--- src/asr_map.svh ---
/*
 Pin timing, widths and idle pin levels of the asynchronous SRAM host controller.
 Assumes a single 100 MHz system clock; all times are in nanoseconds.
*/
`ifndef ASR_MAP_SVH
`define ASR_MAP_SVH

// System clock rate and conversion base
`define ASR_CLK_MHZ       100
`define ASR_NS_PER_US     1000

// Bus and counter widths, lane count and synchroniser stages
`define ASR_ADDR_W        19
`define ASR_DATA_W        16
`define ASR_LANES         2
`define ASR_CNT_W         4
`define ASR_SYNC_STAGES   2

// Device timing figures in ns
`define ASR_T_RC_NS       70
`define ASR_T_AA_NS       70
`define ASR_T_OHZ_NS      30
`define ASR_T_WC_NS       70
`define ASR_T_CW_NS       60
`define ASR_T_AW_NS       60
`define ASR_T_BW_NS       60
`define ASR_T_WP_NS       50
`define ASR_T_DW_NS       30

// Idle pin levels
`define ASR_SEL_LOW_IDLE  1'h1
`define ASR_SEL_HIGH_IDLE 1'h0
`define ASR_STROBE_IDLE   1'h1
`define ASR_LANE_IDLE     1'h1
`define ASR_DRIVE_IDLE    1'h0

`endif

--- src/asr_pkg.sv ---
/*
 Types and timing helpers of the asynchronous SRAM host controller.
 Assumes asr_map.svh is on the include path.
*/
`include "asr_map.svh"

package asr_pkg;

   typedef logic [`ASR_CNT_W-1:0] asr_cnt_t;

   // One user request
   typedef struct packed {
      logic                    write;
      logic [`ASR_ADDR_W-1:0]  addr;
      logic [`ASR_DATA_W-1:0]  wdata;
      logic [`ASR_LANES-1:0]   lane_en;   // Bit 0 low byte, bit 1 high byte, 1 = used
   } asr_req_t;

   // Everything the controller drives toward the memory
   typedef struct packed {
      logic [`ASR_ADDR_W-1:0]  addr;
      logic                    sram_select_active_low;
      logic                    sram_select_active_high;
      logic                    sram_write_strobe_n;
      logic                    sram_output_enable_n;
      logic                    low_byte_lane_enable_n;
      logic                    high_byte_lane_enable_n;
      logic [`ASR_DATA_W-1:0]  data;
      logic                    data_oe;
   } asr_pins_t;

   typedef enum logic [2:0] {
      ASR_IDLE,
      ASR_READ,
      ASR_TURN,
      ASR_WSETUP,
      ASR_WPULSE,
      ASR_WRECOV
   } asr_state_t;

   // Least time in ns to whole clock cycles, rounded up, never below one
   function automatic int asr_cycles(input int ns);
      int c;
      c = (ns * `ASR_CLK_MHZ + `ASR_NS_PER_US - 1) / `ASR_NS_PER_US;
      if (c < 1) begin
         c = 1;
      end
      return c;
   endfunction

   function automatic int asr_max(input int a, input int b);
      return (a > b) ? a : b;
   endfunction

endpackage

--- src/asr_sync.sv ---
/*
 Two flip-flop synchroniser for the data pins read back from the memory.
 Assumes the input is asynchronous to clk_in; only the second stage is read.
*/
`timescale 1ns/1ns

module asr_sync #(
   parameter int W = 16
) (
   // Clock and reset
   input  wire logic          clk_in,
   input  wire logic          rst_n_in,
   // Data
   input  wire logic [W-1:0]  async_in,
   output logic      [W-1:0]  sync_out
);

   typedef struct packed {
      logic [W-1:0] stage1;
      logic [W-1:0] stage2;
   } asr_sync_state_t;

   asr_sync_state_t st_reg;
   asr_sync_state_t st_next;

   // Shift the pin value through both stages
   always_comb begin
      st_next        = st_reg;
      st_next.stage1 = async_in;
      st_next.stage2 = st_reg.stage1;
   end

   // Register the state
   always_ff @(posedge clk_in) begin
      if (!rst_n_in) begin
         st_reg <= '0;
      end else begin
         st_reg <= st_next;
      end
   end

   assign sync_out = st_reg.stage2;

endmodule // asr_sync

--- src/asr_ctrl.sv ---
/*
 Host controller for an asynchronous 16-bit static RAM: turns one user request at a
 time into a timed read or write sequence on the memory pins.
 Assumes the memory pins are wired straight to the part and that the data bus
 resolves from data_oe outside this module.
*/
`timescale 1ns/1ns
`include "asr_map.svh"

module asr_ctrl (
   // Clock and reset
   input  wire logic                     clk_in,
   input  wire logic                     rst_n_in,
   // User request
   input  wire logic                     req_valid_in,
   input  wire asr_pkg::asr_req_t        req_in,
   output logic                          req_ready_out,
   // User answer
   output logic                          rsp_valid_out,
   output logic [`ASR_DATA_W-1:0]        rsp_rdata_out,
   // Memory pins
   output asr_pkg::asr_pins_t            pins_out,
   input  wire logic [`ASR_DATA_W-1:0]   sram_data_in
);

   // Cycle counts derived from the timing figures
   // Read: pins stand for the access time plus the synchroniser delay
   localparam int RC_CYC   = asr_pkg::asr_cycles(`ASR_T_RC_NS);
   localparam int AA_CYC   = asr_pkg::asr_cycles(`ASR_T_AA_NS);
   localparam int RD_CYC   = asr_pkg::asr_max(RC_CYC, AA_CYC) + `ASR_SYNC_STAGES;
   // Turnaround after a read: the memory's output-off time
   localparam int TURN_CYC = asr_pkg::asr_cycles(`ASR_T_OHZ_NS);
   // Write pulse: long enough for select, address, lane and data setup
   localparam int SEL_CYC  = asr_pkg::asr_max(asr_pkg::asr_cycles(`ASR_T_CW_NS),
                                              asr_pkg::asr_cycles(`ASR_T_AW_NS));
   localparam int LANE_CYC = asr_pkg::asr_max(asr_pkg::asr_cycles(`ASR_T_BW_NS), SEL_CYC);
   localparam int WP_CYC   = asr_pkg::asr_max(asr_pkg::asr_max(asr_pkg::asr_cycles(`ASR_T_WP_NS),
                                              asr_pkg::asr_cycles(`ASR_T_DW_NS)), LANE_CYC);
   // Recovery: the rest of the write cycle, never less than one hold cycle
   localparam int WC_REST  = asr_pkg::asr_cycles(`ASR_T_WC_NS) - 1 - WP_CYC;
   localparam int REC_CYC  = asr_pkg::asr_max(WC_REST, 1);

   // Counter loads: a load of n keeps a state for n + 1 cycles
   localparam asr_pkg::asr_cnt_t RD_LOAD   = asr_pkg::asr_cnt_t'(RD_CYC - 1);
   localparam asr_pkg::asr_cnt_t TURN_LOAD = asr_pkg::asr_cnt_t'(TURN_CYC - 1);
   localparam asr_pkg::asr_cnt_t WP_LOAD   = asr_pkg::asr_cnt_t'(WP_CYC - 1);
   localparam asr_pkg::asr_cnt_t REC_LOAD  = asr_pkg::asr_cnt_t'(REC_CYC - 1);

   // All state in one struct: sequencer, counter, pin image and answer
   typedef struct packed {
      asr_pkg::asr_state_t        state;
      asr_pkg::asr_cnt_t          cnt;
      asr_pkg::asr_pins_t         pins;
      logic                       rsp_valid;
      logic [`ASR_DATA_W-1:0]     rdata;
   } asr_ctrl_state_t;

   // Current and next state, synchronised read data
   asr_ctrl_state_t          st_reg;
   asr_ctrl_state_t          st_next;
   logic [`ASR_DATA_W-1:0]   rd_sync;

   // Pins that leave the memory in standby, bus released
   function automatic asr_pkg::asr_pins_t idle_pins(input logic [`ASR_ADDR_W-1:0] addr);
      asr_pkg::asr_pins_t p;
      p                          = '0;
      p.addr                     = addr;
      p.sram_select_active_low   = `ASR_SEL_LOW_IDLE;
      p.sram_select_active_high  = `ASR_SEL_HIGH_IDLE;
      p.sram_write_strobe_n      = `ASR_STROBE_IDLE;
      p.sram_output_enable_n     = `ASR_STROBE_IDLE;
      p.low_byte_lane_enable_n   = `ASR_LANE_IDLE;
      p.high_byte_lane_enable_n  = `ASR_LANE_IDLE;
      p.data_oe                  = `ASR_DRIVE_IDLE;
      return p;
   endfunction

   // True when a running count has reached its last cycle
   function automatic logic cnt_done(input asr_pkg::asr_cnt_t c);
      return (c == '0);
   endfunction

   // One step down of a running count
   function automatic asr_pkg::asr_cnt_t cnt_step(input asr_pkg::asr_cnt_t c);
      return c - 1'h1;
   endfunction

   // Read data returns through a two-stage synchroniser
   asr_sync #(
      .W        (`ASR_DATA_W)
   ) u_sync (
      .clk_in   (clk_in),
      .rst_n_in (rst_n_in),
      .async_in (sram_data_in),
      .sync_out (rd_sync)
   );

   // Sequencer: one access at a time
   always_comb begin
      st_next           = st_reg;
      st_next.rsp_valid = 1'h0;
      unique case (st_reg.state)
         // Take a request: address, selects and lanes go out together
         asr_pkg::ASR_IDLE: begin
            if (req_valid_in) begin
               st_next.pins                         = idle_pins(req_in.addr);
               st_next.pins.sram_select_active_low  = 1'h0;
               st_next.pins.sram_select_active_high = 1'h1;
               st_next.pins.low_byte_lane_enable_n  = ~req_in.lane_en[0];
               st_next.pins.high_byte_lane_enable_n = ~req_in.lane_en[1];
               if (req_in.write) begin
                  // Output enable stays high, so the memory never drives during a write
                  st_next.pins.data    = req_in.wdata;
                  st_next.pins.data_oe = 1'h1;
                  st_next.state        = asr_pkg::ASR_WSETUP;
               end else begin
                  // Bus stays released; the memory owns it until the turnaround ends
                  st_next.pins.sram_output_enable_n = 1'h0;
                  st_next.cnt                       = RD_LOAD;
                  st_next.state                     = asr_pkg::ASR_READ;
               end
            end
         end

         // Hold the access to its last count, then capture and release
         asr_pkg::ASR_READ: begin
            // Address and selects stand still for the whole access time plus sync delay
            if (cnt_done(st_reg.cnt)) begin
               st_next.rdata     = rd_sync;
               st_next.rsp_valid = 1'h1;
               st_next.pins      = idle_pins(st_reg.pins.addr);
               st_next.cnt       = TURN_LOAD;
               st_next.state     = asr_pkg::ASR_TURN;
            end else begin
               st_next.cnt = cnt_step(st_reg.cnt);
            end
         end

         asr_pkg::ASR_TURN: begin
            // Let the memory release the bus before anyone drives it again
            // The count covers the longest output-off time of the memory
            if (cnt_done(st_reg.cnt)) begin
               st_next.state = asr_pkg::ASR_IDLE;
            end else begin
               st_next.cnt = cnt_step(st_reg.cnt);
            end
         end

         asr_pkg::ASR_WSETUP: begin
            // Strobe falls one cycle after selects, lanes and address settle
            st_next.pins.sram_write_strobe_n = 1'h0;
            st_next.cnt                      = WP_LOAD;
            st_next.state                    = asr_pkg::ASR_WPULSE;
         end

         asr_pkg::ASR_WPULSE: begin
            // Strobe low for the counted pulse width
            if (cnt_done(st_reg.cnt)) begin
               // Strobe rises first; selects, lanes and data hold one more cycle
               st_next.pins.sram_write_strobe_n = 1'h1;
               st_next.cnt                      = REC_LOAD;
               st_next.state                    = asr_pkg::ASR_WRECOV;
            end else begin
               st_next.cnt = cnt_step(st_reg.cnt);
            end
         end

         asr_pkg::ASR_WRECOV: begin
            // Selects, lanes, address and data held past the strobe edge
            if (cnt_done(st_reg.cnt)) begin
               // The answer goes out as the pins return to idle
               st_next.pins      = idle_pins(st_reg.pins.addr);
               st_next.rsp_valid = 1'h1;
               st_next.state     = asr_pkg::ASR_IDLE;
            end else begin
               st_next.cnt = cnt_step(st_reg.cnt);
            end
         end

         // Illegal state code: back to idle with the memory in standby
         default: begin
            st_next.state = asr_pkg::ASR_IDLE;
            st_next.pins  = idle_pins(st_reg.pins.addr);
         end
      endcase
   end

   // Register the state; reset leaves the memory deselected
   always_ff @(posedge clk_in) begin
      if (!rst_n_in) begin
         st_reg       <= '0;
         st_reg.state <= asr_pkg::ASR_IDLE;
         st_reg.pins  <= idle_pins('0);
      end else begin
         st_reg <= st_next;
      end
   end

   // Outputs: handshake straight from the state
   assign req_ready_out = (st_reg.state == asr_pkg::ASR_IDLE);
   // Answer and pins straight from flops
   assign rsp_valid_out = st_reg.rsp_valid;
   assign rsp_rdata_out = st_reg.rdata;
   assign pins_out      = st_reg.pins;

endmodule // asr_ctrl

--- config.mk ---
export PLATFORM = sky130hd
export DESIGN_NAME = asr_ctrl
export DESIGN_NICKNAME = d
export VERILOG_FILES = /design/src/asr_pkg.sv /design/src/asr_sync.sv /design/src/asr_ctrl.sv
export VERILOG_INCLUDE_DIRS = /design/src
export SDC_FILE = /design/constraint.sdc
export NUM_CORES = 1
export LEC_CHECK = 0
export ABC_CLOCK_PERIOD_IN_PS = 1700
export BUFFER_PORTS_ARGS = -buffer_cell sky130_fd_sc_hd__clkbuf_2
export CORE_MARGIN = 2
export CORE_UTILIZATION = 46
export DETAILED_ROUTE_END_ITERATION = 6
export PLACE_DENSITY = 0.85
export SYNTH_ARGS = -nofsm -noshare
export SYNTH_HDL_FRONTEND = slang
export SYNTH_SLANG_ARGS = --single-unit
--- constraint.sdc ---
create_clock -name clk_in -period 1.7 [get_ports clk_in]
set_clock_uncertainty 0.1 [all_clocks]
set_input_delay 0.34 -clock clk_in [delete_from_list [all_inputs] [get_ports clk_in]]
set_output_delay 0.34 -clock clk_in [all_outputs]
set_load 0.01 [all_outputs]
Yosys cells after proc, flatten, opt, wreduce, memory -nomap -nowiden
Index checks and enable logic that the tools add are counted.
{ "classes": {"add_sub_neg": 1, "eq_ne": 12, "muxes": 20, "bitwise": 6, "n_reduce_logical": 11} }
{ "ops": {"columns": ["op", "count"], "rows": [
  ["$pmux 21 s4", 1],
  ["$pmux 20 s4", 1],
  ["$mux 49", 1],
  ["$mux 40", 1],
  ["$mux 24", 1],
  ["$pmux 4 s5", 1],
  ["$mux 17", 1],
  ["$mux 4", 4],
  ["$pmux 3 s5", 1],
  ["$ne 2x2->1 const B", 6],
  ["$reduce_and 4->1", 3],
  ["$reduce_and 5->1", 2],
  ["$mux 3", 3],
  ["$eq 3x2->1 const B", 2],
  ["$eq 3x3->1 const B", 2],
  ["$not 1->1", 6],
  ["$pmux 1 s6", 1],
  ["$reduce_bool 5->1", 1],
  ["$logic_not 4->1", 1],
  ["$sub 4x1->4 const B", 1],
  ["$eq 3x1->1 const B", 1],
  ["$logic_not 3->1", 1],
  ["$reduce_or 3->1", 1],
  ["$mux 1", 2],
  ["5 further kinds", 5]
]} }
{ "totals": {"regBits": 98, "inputBits": 57, "word_cells": 65} }

Logic depth before layout (Yosys ltp)
Gate-level depths: netlist (run 1).
{ "depth": {"depth_word": 4, "depth_mapped": 8} }

Hierarchy
From an unflattened synthesis (run 1), not the netlist that was laid out.
{ "unflattened": {"hier_cells": 424, "hier_area_um2": 3966.3} }
{ "modules_own_cells": {"columns": ["module", "n_inst", "cells_each", "area_per_inst_um2", "seq_area_each_um2"], "rows": [
  ["asr_ctrl", 1, 357, 3070.4, 1321.3],
  ["asr_sync", 1, 67, 895.9, 640.6]
]} }

Worst setup path before layout (run 1)
Ideal clock, no wire load.
{ "synth_path": {"kind": "flip-flop to flip-flop", "from": "register st_reg[59] in the netlist's numbering", "to": "register st_reg, in the netlist rsp_rdata_out[10]", "setup_time_ns": 0.128, "arrival_ns": 1.611, "required_ns": 1.472, "slack_ns": -0.139, "stages_incl_launch_ff": 9, "n_path_buf": 1, "period_less_slack_ns": 1.839, "path_cell_list": "dfxtp_1 -> inv_1 -> ha_1 -> nor3b_4 -> nand2_4 -> nor2_8 -> buf_12 -> mux2i_1 -> nor2_1"} }
{ "synth_between": {"elab_chain_len": 2} }
{ "synth_lines": {"columns": ["element", "line_no", "text"], "rows": [
  ["start: declaration", "asr_ctrl.sv:59", "asr_ctrl_state_t st_reg;"],
  ["start signal: assignment", "asr_ctrl.sv:195", "st_reg <= st_next;"],
  ["$logic_not 4->1", "asr_ctrl.sv:80", "return (c == '0);"],
  ["$reduce_and 2->1 (no line)", null, null]
]} }
No other way between the ends.
A chain may end at the register's enable or synchronous reset.

Final worst setup path (run 1)
{ "layout_path": {"from": "register st_reg[59] in the netlist's numbering", "to": "register st_reg[62] in the netlist's numbering"} }
{ "layout_between": {"elab_chain_len": 3} }
{ "layout_lines": {"columns": ["element", "line_no"], "rows": [
  ["$sub 4x1->4 or $logic_not 4->1 (tied branches)", "asr_ctrl.sv:85, asr_ctrl.sv:80"],
  ["$mux 4 (tied with other cells)", "asr_ctrl.sv:142, asr_ctrl.sv:170"],
  ["$pmux 4 s5 or $reduce_and 4->1 (tied branches)", null]
]} }
Parallel ways exist; a longest one is shown, timed or not. The select of a mux whose other input is x is not followed.

==> flow_metrics.env, run 1 <==
export IMPL_timing_hold_worst_class="input pin to flip-flop"
export IMPL_slew_viol_final=0
export IMPL_final_cell_count_no_fill=595
export IMPL_row_count=33
export IMPL_post_cts_hold_buffer_count=0
export IMPL_yosysUniqueCellTypes=45
export IMPL_path_cells="inv_2 -> ha_4 -> buf_4 -> nor3_1 -> nor3_1 -> a21oi_1 -> o21ai_1 -> a221oi_1"
export IMPL_finalHoldViolCount=0
export IMPL_clk_pin_slew_worst_paths_ns=0.10
export IMPL_setup_violations=16
export IMPL_routed_via_density=4.93
export IMPL_fin_tns_setup_ns=-0.272
export IMPL_die_h_um=96.0
export IMPL_critical_path_slowest_cell="sky130_fd_sc_hd__dfxtp_2"
export IMPL_syn2layout_area_growth_pct=19.1
export IMPL_finalWorstPathRequiredPeriod_ns=1.76
export IMPL_synthesis_yosys_warnings=0
export IMPL_ys_async_sr_fraction_pct=0
export IMPL_run_status="finished, violations left"
export IMPL_numPlacedInstances=564
export IMPL_ys_top_cells_by_count="sky130_fd_sc_hd__dfxtp_1 (98), sky130_fd_sc_hd__buf_4 (58), sky130_fd_sc_hd__nand2_1 (50)"
export IMPL_fp_dieW_um=96.0
export IMPL_wl_cell_um=13.8
export IMPL_tritoncts_num_buffers=9
export IMPL_grtUsageTotal_pct=16.9
export IMPL_actual_transition_at_the_worst_max_transition_pin_ns=0.387
export IMPL_max_freq_ghz=0.567
export IMPL_clk_insertion_delay_late_ns=0.36
export IMPL_leakage_nw=2.07
export IMPL_post_route_worst_setup_slack_ns=-0.0621
export IMPL_min_period_over_period_pct=104
export IMPL_diodes=0
export IMPL_route_antenna_remaining_nets=0
export IMPL_cts_htree_levels=3
export IMPL_io_buffer_count=116
export IMPL_critPathLaunchType="flip-flop"
export IMPL_totalWireLength_um=8220
export IMPL_worst_ir_drop_vdd_uv=656
export IMPL_grt_start_max_net_pins=41
export IMPL_cell_with_the_most_instances_after_synthesis="sky130_fd_sc_hd__dfxtp_1"
export IMPL_grt_pass1_vias=2703
export IMPL_cts_root_to_sink_buffers=2
export IMPL_max_capacitance_violation_total=0
export IMPL_synth_top_area_cell="sky130_fd_sc_hd__dfxtp_1"
export IMPL_design_final_nets=544
export IMPL_critPathRequiredTime_ns=1.85
export IMPL_synth_cell_area_um2=3900
export IMPL_crit_fanout=4
export IMPL_critPathMaxStageDelay_ns=0.37
export IMPL_dp_hpwl_um=5510
export IMPL_post_route_cells_drive_above_1_share_pct=39.0
export IMPL_cp_arrival_ns=1.92
export IMPL_critical_path_top_delay_family="compound AO/OA/AOI/OAI gates"
export IMPL_pin_count=117
export IMPL_avgSynthCellArea_um2=9.70
export IMPL_synth_top_cell_area_share_pct=50.3
export IMPL_path_common_cell="sky130_fd_sc_hd__nor3_1"
export IMPL_antenna_found_initial=0
export IMPL_detailedRoute_firstIterationViolations=187
export IMPL_maxSlewHeadroom_pct=74.2
export IMPL_worst_setup_path_type="flip-flop to flip-flop"
export IMPL_ys_top_cells_by_area="sky130_fd_sc_hd__dfxtp_1 (50%), sky130_fd_sc_hd__buf_4 (11%), sky130_fd_sc_hd__and2_1 (5.3%)"
export IMPL_synth_enable_flop_cells=0
export IMPL_globalplace_congestion=0.855
export IMPL_critical_path_buf_inv_count=2
export IMPL_cts_tree="done"
export IMPL_cts_sinks=98
export IMPL_dominantRegCellSynth="sky130_fd_sc_hd__dfxtp_1"
export IMPL_rsz0062_at_grt="yes"
export IMPL_crit_path_capture_type="flip-flop"
export IMPL_total_gr_overflow=0
export IMPL_post_dp_cell_area_um2=4260
export IMPL_remaining_drc_errors=0
export IMPL_drt_pass1_iterations=4
export IMPL_place_ws_ns=-0.0867
export IMPL_grt_first_pass_wirelength_um=12100
export IMPL_cts_root_buf="sky130_fd_sc_hd__clkbuf_8"
export IMPL_ys_seq_elements=98
export IMPL_design_core_area_um2=8220
export IMPL_final_design_area_no_fill_um2=4640
export IMPL_final_core_utilization_pct=56.5
export IMPL_synthCells=402
export IMPL_largest_register_ffs=42
export IMPL_fp_dieArea_um2=9220
export IMPL_ys_seq_area_share_pct=50.3
export IMPL_failing_checks="setup timing"
export IMPL_routed_via_count=2936
export IMPL_initial_core_util_pct=47.4
export IMPL_pwr_density_nw_per_um2=1560
export IMPL_synth_nets=461
[what timing repair did]
item | in CTS | in global routing
pin swaps | 6 | 7
setup endpoints to repair | 31 | 42
resized for setup | 8 | 12
buffers inserted | 8 | 8
[layer usage]
layer / share of wire [%] / global-route usage [%] / up-vias
met3: 7.7 / 5.17 / 23
met4: 2.6 / 7.98 / 0
li1: - / - / 1441
met2: 50 / 29.7 / 104
met1: 39 / 18.5 / 1368
met5: 0 / 0 / -
[report_power, final]
part	internal (mW)	leakage, nW	total [mW]	switching, mW
Combinational	1.54	1.18	3.07	1.53
Clock	0.543	0.0864	1.37	0.827
Sequential	2.60	0.805	2.82	0.212
[layout make-up]
type                            count  area, um2
Fill cell                         709       3570
Clock buffer                        9        124
Clock inverter                      7       51.3
Timing Repair Buffer              150        915
Multi-Input combinational cell    220       1430
Sequential cell                    98       1970
Tap cell                          105        131
Inverter                            6       22.5
[through the flow]
stage,power [mW],hold slack (ns)
after floorplan,4.65,0.312
after global placement,5.14,0.313
after detailed placement,5.25,0.319
after CTS,6.91,0.0623
after global routing,7.66,0.0634
final,7.25,0.0741
[final timing paths]
kind	slack, ns	end	from	cells past startpoint
setup / recovery	-0.06	st_reg[62]	st_reg[59]	8
hold / removal	0.07	u_sync.st_next[11]	sram_data_in[11]	2
setup reg to reg	-0.06	st_reg[62]	st_reg[59]	8
hold reg to reg	0.33	u_sync.sync_out[9]	u_sync.st_next[9]	1
[worst register-to-register path, stage by stage (launching register included)]
cell,delay (ns)
sky130_fd_sc_hd__dfxtp_2,0.37
sky130_fd_sc_hd__inv_2,0.06
sky130_fd_sc_hd__ha_4,0.17
sky130_fd_sc_hd__buf_4,0.13
sky130_fd_sc_hd__nor3_1,0.17
sky130_fd_sc_hd__nor3_1,0.08
sky130_fd_sc_hd__a21oi_1,0.19
sky130_fd_sc_hd__o21ai_1,0.10
sky130_fd_sc_hd__a221oi_1,0.28
[cell usage in the layout (no fill, tap or decap), drive strengths merged, types with 8 or more instances in the layout]
cell type	Yosys	layout
a22o	16	16
nor2	29	29
mux2i	19	19
dfxtp	98	98
inv	6	9
a21oi	27	27
buf	66	35
o21ai	8	8
clkbuf	12	124
nand2	51	51
and2	33	33
[cells by family (layout without fill, tap and decap cells)]
family	count (synthesis)	after routing	synth area share, %
and+or+nand+nor	134	134	18.2
muxes	20	20	5.17
AOI/OAI and AO/OA	64	64	11.0
buffers and inverters	84	172	14.6
DFF	98	98	50.3
adders and majority gates	2	2	0.642
Note: power is estimated with default switching activity, not from simulation.
==> run 2: changes to the inputs <==
ABC_CLOCK_PERIOD_IN_PS = 2230   (was 1700)
CORE_UTILIZATION = 55   (was 46)
PLACE_DENSITY = 0.91   (was 0.85)
clock period = 2.23 ns   (was 1.7 ns; I/O delays follow)
==> run 2 against run 1 <==
Net effect:
- the flow now finishes without violations
- sequential cell count did not move
- sequential power is 24% lower
- register-to-register slack better by 0.32 ns
- clock-buffer cell count rose by 1
- global-route usage rose by 1.2 points
- hold slack better by 0.12 ns
- critical path type is now flip-flop to output port
- highest routed layer unchanged
==> flow_metrics.env, run 2 (same netlist as run 1, synthesis figures left out) <==
export IMPL_layout_filler_cells=564
export IMPL_regToRegStartpoint="st_reg[59]"
export IMPL_critPathRequiredTime_ns=1.68
export IMPL_rsz0062_at_grt="no"
export IMPL_route_antenna_remaining_nets=0
export IMPL_largest_register_ffs=42
export IMPL_cts_htree_levels=3
export IMPL_tritoncts_num_buffers=9
export IMPL_grt_start_max_net_pins=41
export IMPL_total_gr_overflow=0
export IMPL_pin_count=117
export IMPL_row_count=30
export IMPL_cts_tree="done"
export IMPL_cts_sinks=98
export IMPL_worstHoldStart="sram_data_in[5]"
export IMPL_grt_first_pass_wirelength_um=11200
export IMPL_critPathMaxStageDelay_ns=0.40
export IMPL_setup_worst_path_start="st_reg[63]"
export IMPL_fin_tns_setup_ns=0
export IMPL_max_freq_ghz=0.480
export IMPL_crit_path_capture_type="output port"
export IMPL_die_h_um=88.2
export IMPL_post_cts_resized=0
export IMPL_min_period_over_period_pct=93.5
export IMPL_setup_violations=0
export IMPL_fp_dieW_um=88.2
export IMPL_max_capacitance_violation_total=0
export IMPL_run_status="complete, no violations"
export IMPL_clk_pin_slew_worst_paths_ns=0.10
export IMPL_worst_setup_path_type="flip-flop to output port"
export IMPL_post_route_cells_drive_above_1_share_pct=33.0
export IMPL_layout_commonest_cell="sky130_fd_sc_hd__clkbuf_2"
export IMPL_timing_hold_worst_class="input pin to flip-flop"
export IMPL_grt_pass1_vias=2543
export IMPL_drt_pass1_iterations=4
export IMPL_critical_path_buf_inv_count=2
export IMPL_actual_transition_at_the_worst_max_transition_pin_ns=0.442
export IMPL_grtUsageTotal_pct=18.1
export IMPL_diodes=0
export IMPL_most_frequent_cells_in_the_layout="sky130_fd_sc_hd__clkbuf_2 (116), sky130_fd_sc_hd__dfxtp_1 (98), sky130_fd_sc_hd__nand2_1 (50), sky130_fd_sc_hd__and2_1 (33)"
export IMPL_critical_path_top_delay_family="buffers and inverters"
export IMPL_antenna_found_initial=0
export IMPL_critical_path_slowest_cell="sky130_fd_sc_hd__dfxtp_1"
export IMPL_design_core_area_um2=6830
export IMPL_fp_dieArea_um2=7780
export IMPL_design_final_nets=520
export IMPL_final_core_utilization_pct=63.4
export IMPL_slew_viol_final=0
export IMPL_routed_via_count=2776
export IMPL_remaining_drc_errors=0
export IMPL_finalWorstPathRequiredPeriod_ns=2.08
export IMPL_pwr_density_nw_per_um2=1130
export IMPL_critPathLaunchType="flip-flop"
export IMPL_finalHoldViolCount=0
export IMPL_io_buffer_count=116
export IMPL_cts_root_to_sink_buffers=2
export IMPL_wl_cell_um=12.5
export IMPL_number_of_post_cts_setup_repair_buffers=0
export IMPL_cp_arrival_ns=1.54
export IMPL_totalWireLength_um=7040
export IMPL_post_cts_hold_buffer_count=0
export IMPL_globalplace_congestion=0.915
export IMPL_dp_hpwl_um=5170
export IMPL_detailedRoute_firstIterationViolations=127
export IMPL_routed_via_density=4.94
export IMPL_clk_insertion_delay_late_ns=0.35
export IMPL_syn2layout_area_growth_pct=11.2
export IMPL_crit_fanout=9
export IMPL_initial_core_util_pct=57.1
export IMPL_cts_root_buf="sky130_fd_sc_hd__clkbuf_8"
export IMPL_maxSlewHeadroom_pct=70.4
export IMPL_path_cells="buf_4 -> nor3_4 -> clkbuf_2"
export IMPL_leakage_nw=1.93
export IMPL_worst_ir_drop_vdd_uv=551
run 2: path summary, 6_finish.rpt:
kind                   endpoint  slack, ns  depth (start not counted)
min           u_sync.st_next[5]       0.19                          2
min reg2reg  u_sync.sync_out[0]       0.33                          1
max               req_ready_out       0.15                          3
max reg2reg          st_reg[59]       0.26                          8
run 2: layout make-up:
type	count	area [um2]	share of cell area, %
multi-input cells	220	1370	31.5
repair buffers	126	656	15.1
well taps	96	120	2.77
flip-flops and latches	98	1960	45.3
inverters	6	22.5	0.520
clock inverters	6	71.3	1.65
clock buffers	10	138	3.18
run 2: through the flow:
| step | std cells | total power, mW | setup slack, ns | hold WS, ns | instance area [um2] |
|---|---|---|---|---|---|
| 2_1_floorplan | 402 | 3.51 | 0.391 | 0.312 | 3900 |
| 3_3_place_gp | 546 | 3.70 | 0.414 | 0.316 | 4130 |
| 3_5_place_dp | 546 | 3.78 | 0.302 | 0.318 | 4130 |
| 4_1_cts | 562 | 4.94 | 0.155 | 0.182 | 4330 |
| 5_1_grt | 562 | 5.19 | 0.0819 | 0.191 | 4330 |
| 6_report | 562 | 4.91 | 0.146 | 0.194 | 4330 |
run 2: routing by layer:
layer / routed length [um] / global-route usage, % / up-vias
li1: - / - / 1385
met1: 3060 / 22.2 / 1291
met2: 3520 / 32.0 / 91
met3: 391 / 3.86 / 9
met4: 65 / 5.37 / 0
met5: 0 / 0 / -
run 2: power by group:
part           switching [mW]  internal (mW)  leakage, nW
registers               0.170           1.97        0.803
clock network           0.602          0.563        0.105
logic                   0.908          0.696         1.02
==> run 3: changes to the inputs <==
CORE_MARGIN = not set   (was 2)
REMOVE_ABC_BUFFERS = 1   (was not set)
==> run 3 against run 2 <==
Net effect:
- wire length increased by 0.75%
- non-clock buffer count fell by 3
- final area did not move
- total power grew 1.7%
- utilization unchanged
- largest power group unchanged
==> flow_metrics.env, run 3 (same netlist as run 1, synthesis figures left out) <==
export IMPL_worst_ir_drop_vdd_uv=739
export IMPL_routed_via_count=2693
export IMPL_tritoncts_num_buffers=9
export IMPL_initial_core_util_pct=57.1
export IMPL_critPathLaunchType="flip-flop"
export IMPL_totalWireLength_um=7090
export IMPL_dp_hpwl_um=5040
export IMPL_post_route_cells_drive_above_1_share_pct=32.6
export IMPL_fp_dieArea_um2=7430
export IMPL_detailedRoute_firstIterationViolations=116
export IMPL_drt_pass1_iterations=4
export IMPL_design_core_area_um2=6830
export IMPL_crit_fanout=16
export IMPL_most_frequent_cells_in_the_layout="sky130_fd_sc_hd__clkbuf_2 (116), sky130_fd_sc_hd__dfxtp_1 (98), sky130_fd_sc_hd__nand2_1 (50), sky130_fd_sc_hd__and2_1 (33)"
export IMPL_remaining_drc_errors=0
export IMPL_cts_root_to_sink_buffers=2
export IMPL_dr_max_layer_used="met4"
export IMPL_post_dp_cell_area_um2=4100
export IMPL_syn2layout_area_growth_pct=11.2
export IMPL_final_cell_count_no_fill=559
export IMPL_fp_dieW_um=86.2
export IMPL_grt_first_pass_wirelength_um=11400
export IMPL_actual_transition_at_the_worst_max_transition_pin_ns=0.640
export IMPL_diodes=0
export IMPL_routed_via_density=4.82
export IMPL_wl_met1_um=3100
export IMPL_cts_root_buf="sky130_fd_sc_hd__clkbuf_8"
export IMPL_cts_htree_levels=3
export IMPL_design_final_nets=517
export IMPL_pwr_density_nw_per_um2=1150
export IMPL_io_buffer_count=116
export IMPL_critical_path_buf_inv_count=1
export IMPL_largest_register_ffs=42
export IMPL_critical_path_top_delay_family="simple AND/OR/NAND/NOR gates"
export IMPL_maxSlewHeadroom_pct=57.3
export IMPL_timing_hold_worst_class="input pin to flip-flop"
export IMPL_numPlacedInstances=543
export IMPL_layout_filler_cells=572
export IMPL_post_cts_resized=0
export IMPL_setup_violations=0
export IMPL_grt_start_max_net_pins=41
export IMPL_critPathMaxStageDelay_ns=0.38
export IMPL_grtUsageTotal_pct=19.7
export IMPL_total_gr_overflow=0
export IMPL_row_count=30
export IMPL_clk_insertion_delay_late_ns=0.35
export IMPL_route_antenna_remaining_nets=0
export IMPL_path_cells="inv_1 -> ha_1 -> nor3b_4 -> nand2_4 -> nor2_8 -> mux2i_1 -> nor2_1"
export IMPL_crit_path_capture_type="flip-flop"
export IMPL_p_total_mw=5.00
export IMPL_wl_cell_um=12.7
export IMPL_met2_wirelength_um=3470
export IMPL_pin_count=117
export IMPL_worst_setup_path_type="flip-flop to flip-flop"
export IMPL_min_period_over_period_pct=90.3
export IMPL_cp_arrival_ns=2.16
export IMPL_slew_viol_final=0
export IMPL_fin_tns_setup_ns=0
export IMPL_cts_tree="done"
export IMPL_final_design_area_no_fill_um2=4330
export IMPL_finalWorstPathRequiredPeriod_ns=2.01
export IMPL_rsz0062_at_grt="no"
export IMPL_globalplace_congestion=0.874
export IMPL_cts_sinks=98
export IMPL_met3WireLength_um=445
export IMPL_layout_commonest_cell="sky130_fd_sc_hd__clkbuf_2"
export IMPL_run_status="complete, no violations"
export IMPL_max_capacitance_violation_total=0
export IMPL_finalHoldViolCount=0
export IMPL_max_freq_ghz=0.496
export IMPL_number_of_post_cts_setup_repair_buffers=0
export IMPL_die_h_um=86.2
export IMPL_critical_path_slowest_cell="sky130_fd_sc_hd__nor3b_4"
export IMPL_antenna_found_initial=0
export IMPL_clk_pin_slew_worst_paths_ns=0.10
export IMPL_critPathRequiredTime_ns=2.38
export IMPL_grt_pass1_vias=2542
export IMPL_leakage_nw=1.93
export IMPL_post_cts_hold_buffer_count=0
## run 3: cell count changes in the layout (fill, tap and decap cells not counted)
cell | before | now
sky130_fd_sc_hd__buf_4 | 10 | 7
sky130_fd_sc_hd__clkinvlp_4 | 1 | 0
sky130_fd_sc_hd__bufinv_16 | 1 | 2
## run 3: path summary, 6_finish.rpt
kind                                   startpoint                 end  slack, ns  cells after the start
worst min register to register  u_sync.st_next[9]  u_sync.sync_out[9]       0.34                      1
worst max-delay path                   st_reg[59]   rsp_rdata_out[13]       0.22                      7
worst max register to register         st_reg[59]   rsp_rdata_out[13]       0.22                      7
worst min-delay path              sram_data_in[3]   u_sync.st_next[3]       0.19                      2
## run 3: layer usage
layer,track usage (%),vias up
met5,0,-
met4,6.36,0
met3,6.76,9
met2,34.2,86
met1,22.8,1222
li1,-,1376
## run 3: final cells by class
type | count | area [um2] | area share (%)
timing repair buffer | 123 | 633 | 14.6
inverter | 6 | 22.5 | 0.520
sequential | 98 | 1960 | 45.3
multi-input combinational | 220 | 1370 | 31.5
clock buffer | 10 | 138 | 3.18
tap | 96 | 120 | 2.77
clock inverter | 6 | 93.8 | 2.17
## run 3: power breakdown
part / total, mW / internal, mW / switching [mW] / leakage (nW)
Sequential: 2.16 / 1.97 / 0.186 / 0.803
Combinational: 1.55 / 0.671 / 0.875 / 1.01
Clock: 1.29 / 0.677 / 0.616 / 0.119
Total: 5.00 / 3.32 / 1.68 / 1.93
## run 3: metrics by stage
stage                     worst slack (ns)  hold WS (ns)  util (%)
after detailed placement             0.242         0.318      60.1
after global placement               0.319         0.315      60.1
final                                0.215         0.186      63.4
after floorplan                      0.397         0.312         -
after CTS                            0.191         0.176      63.4
after global routing                0.0529         0.168      63.4
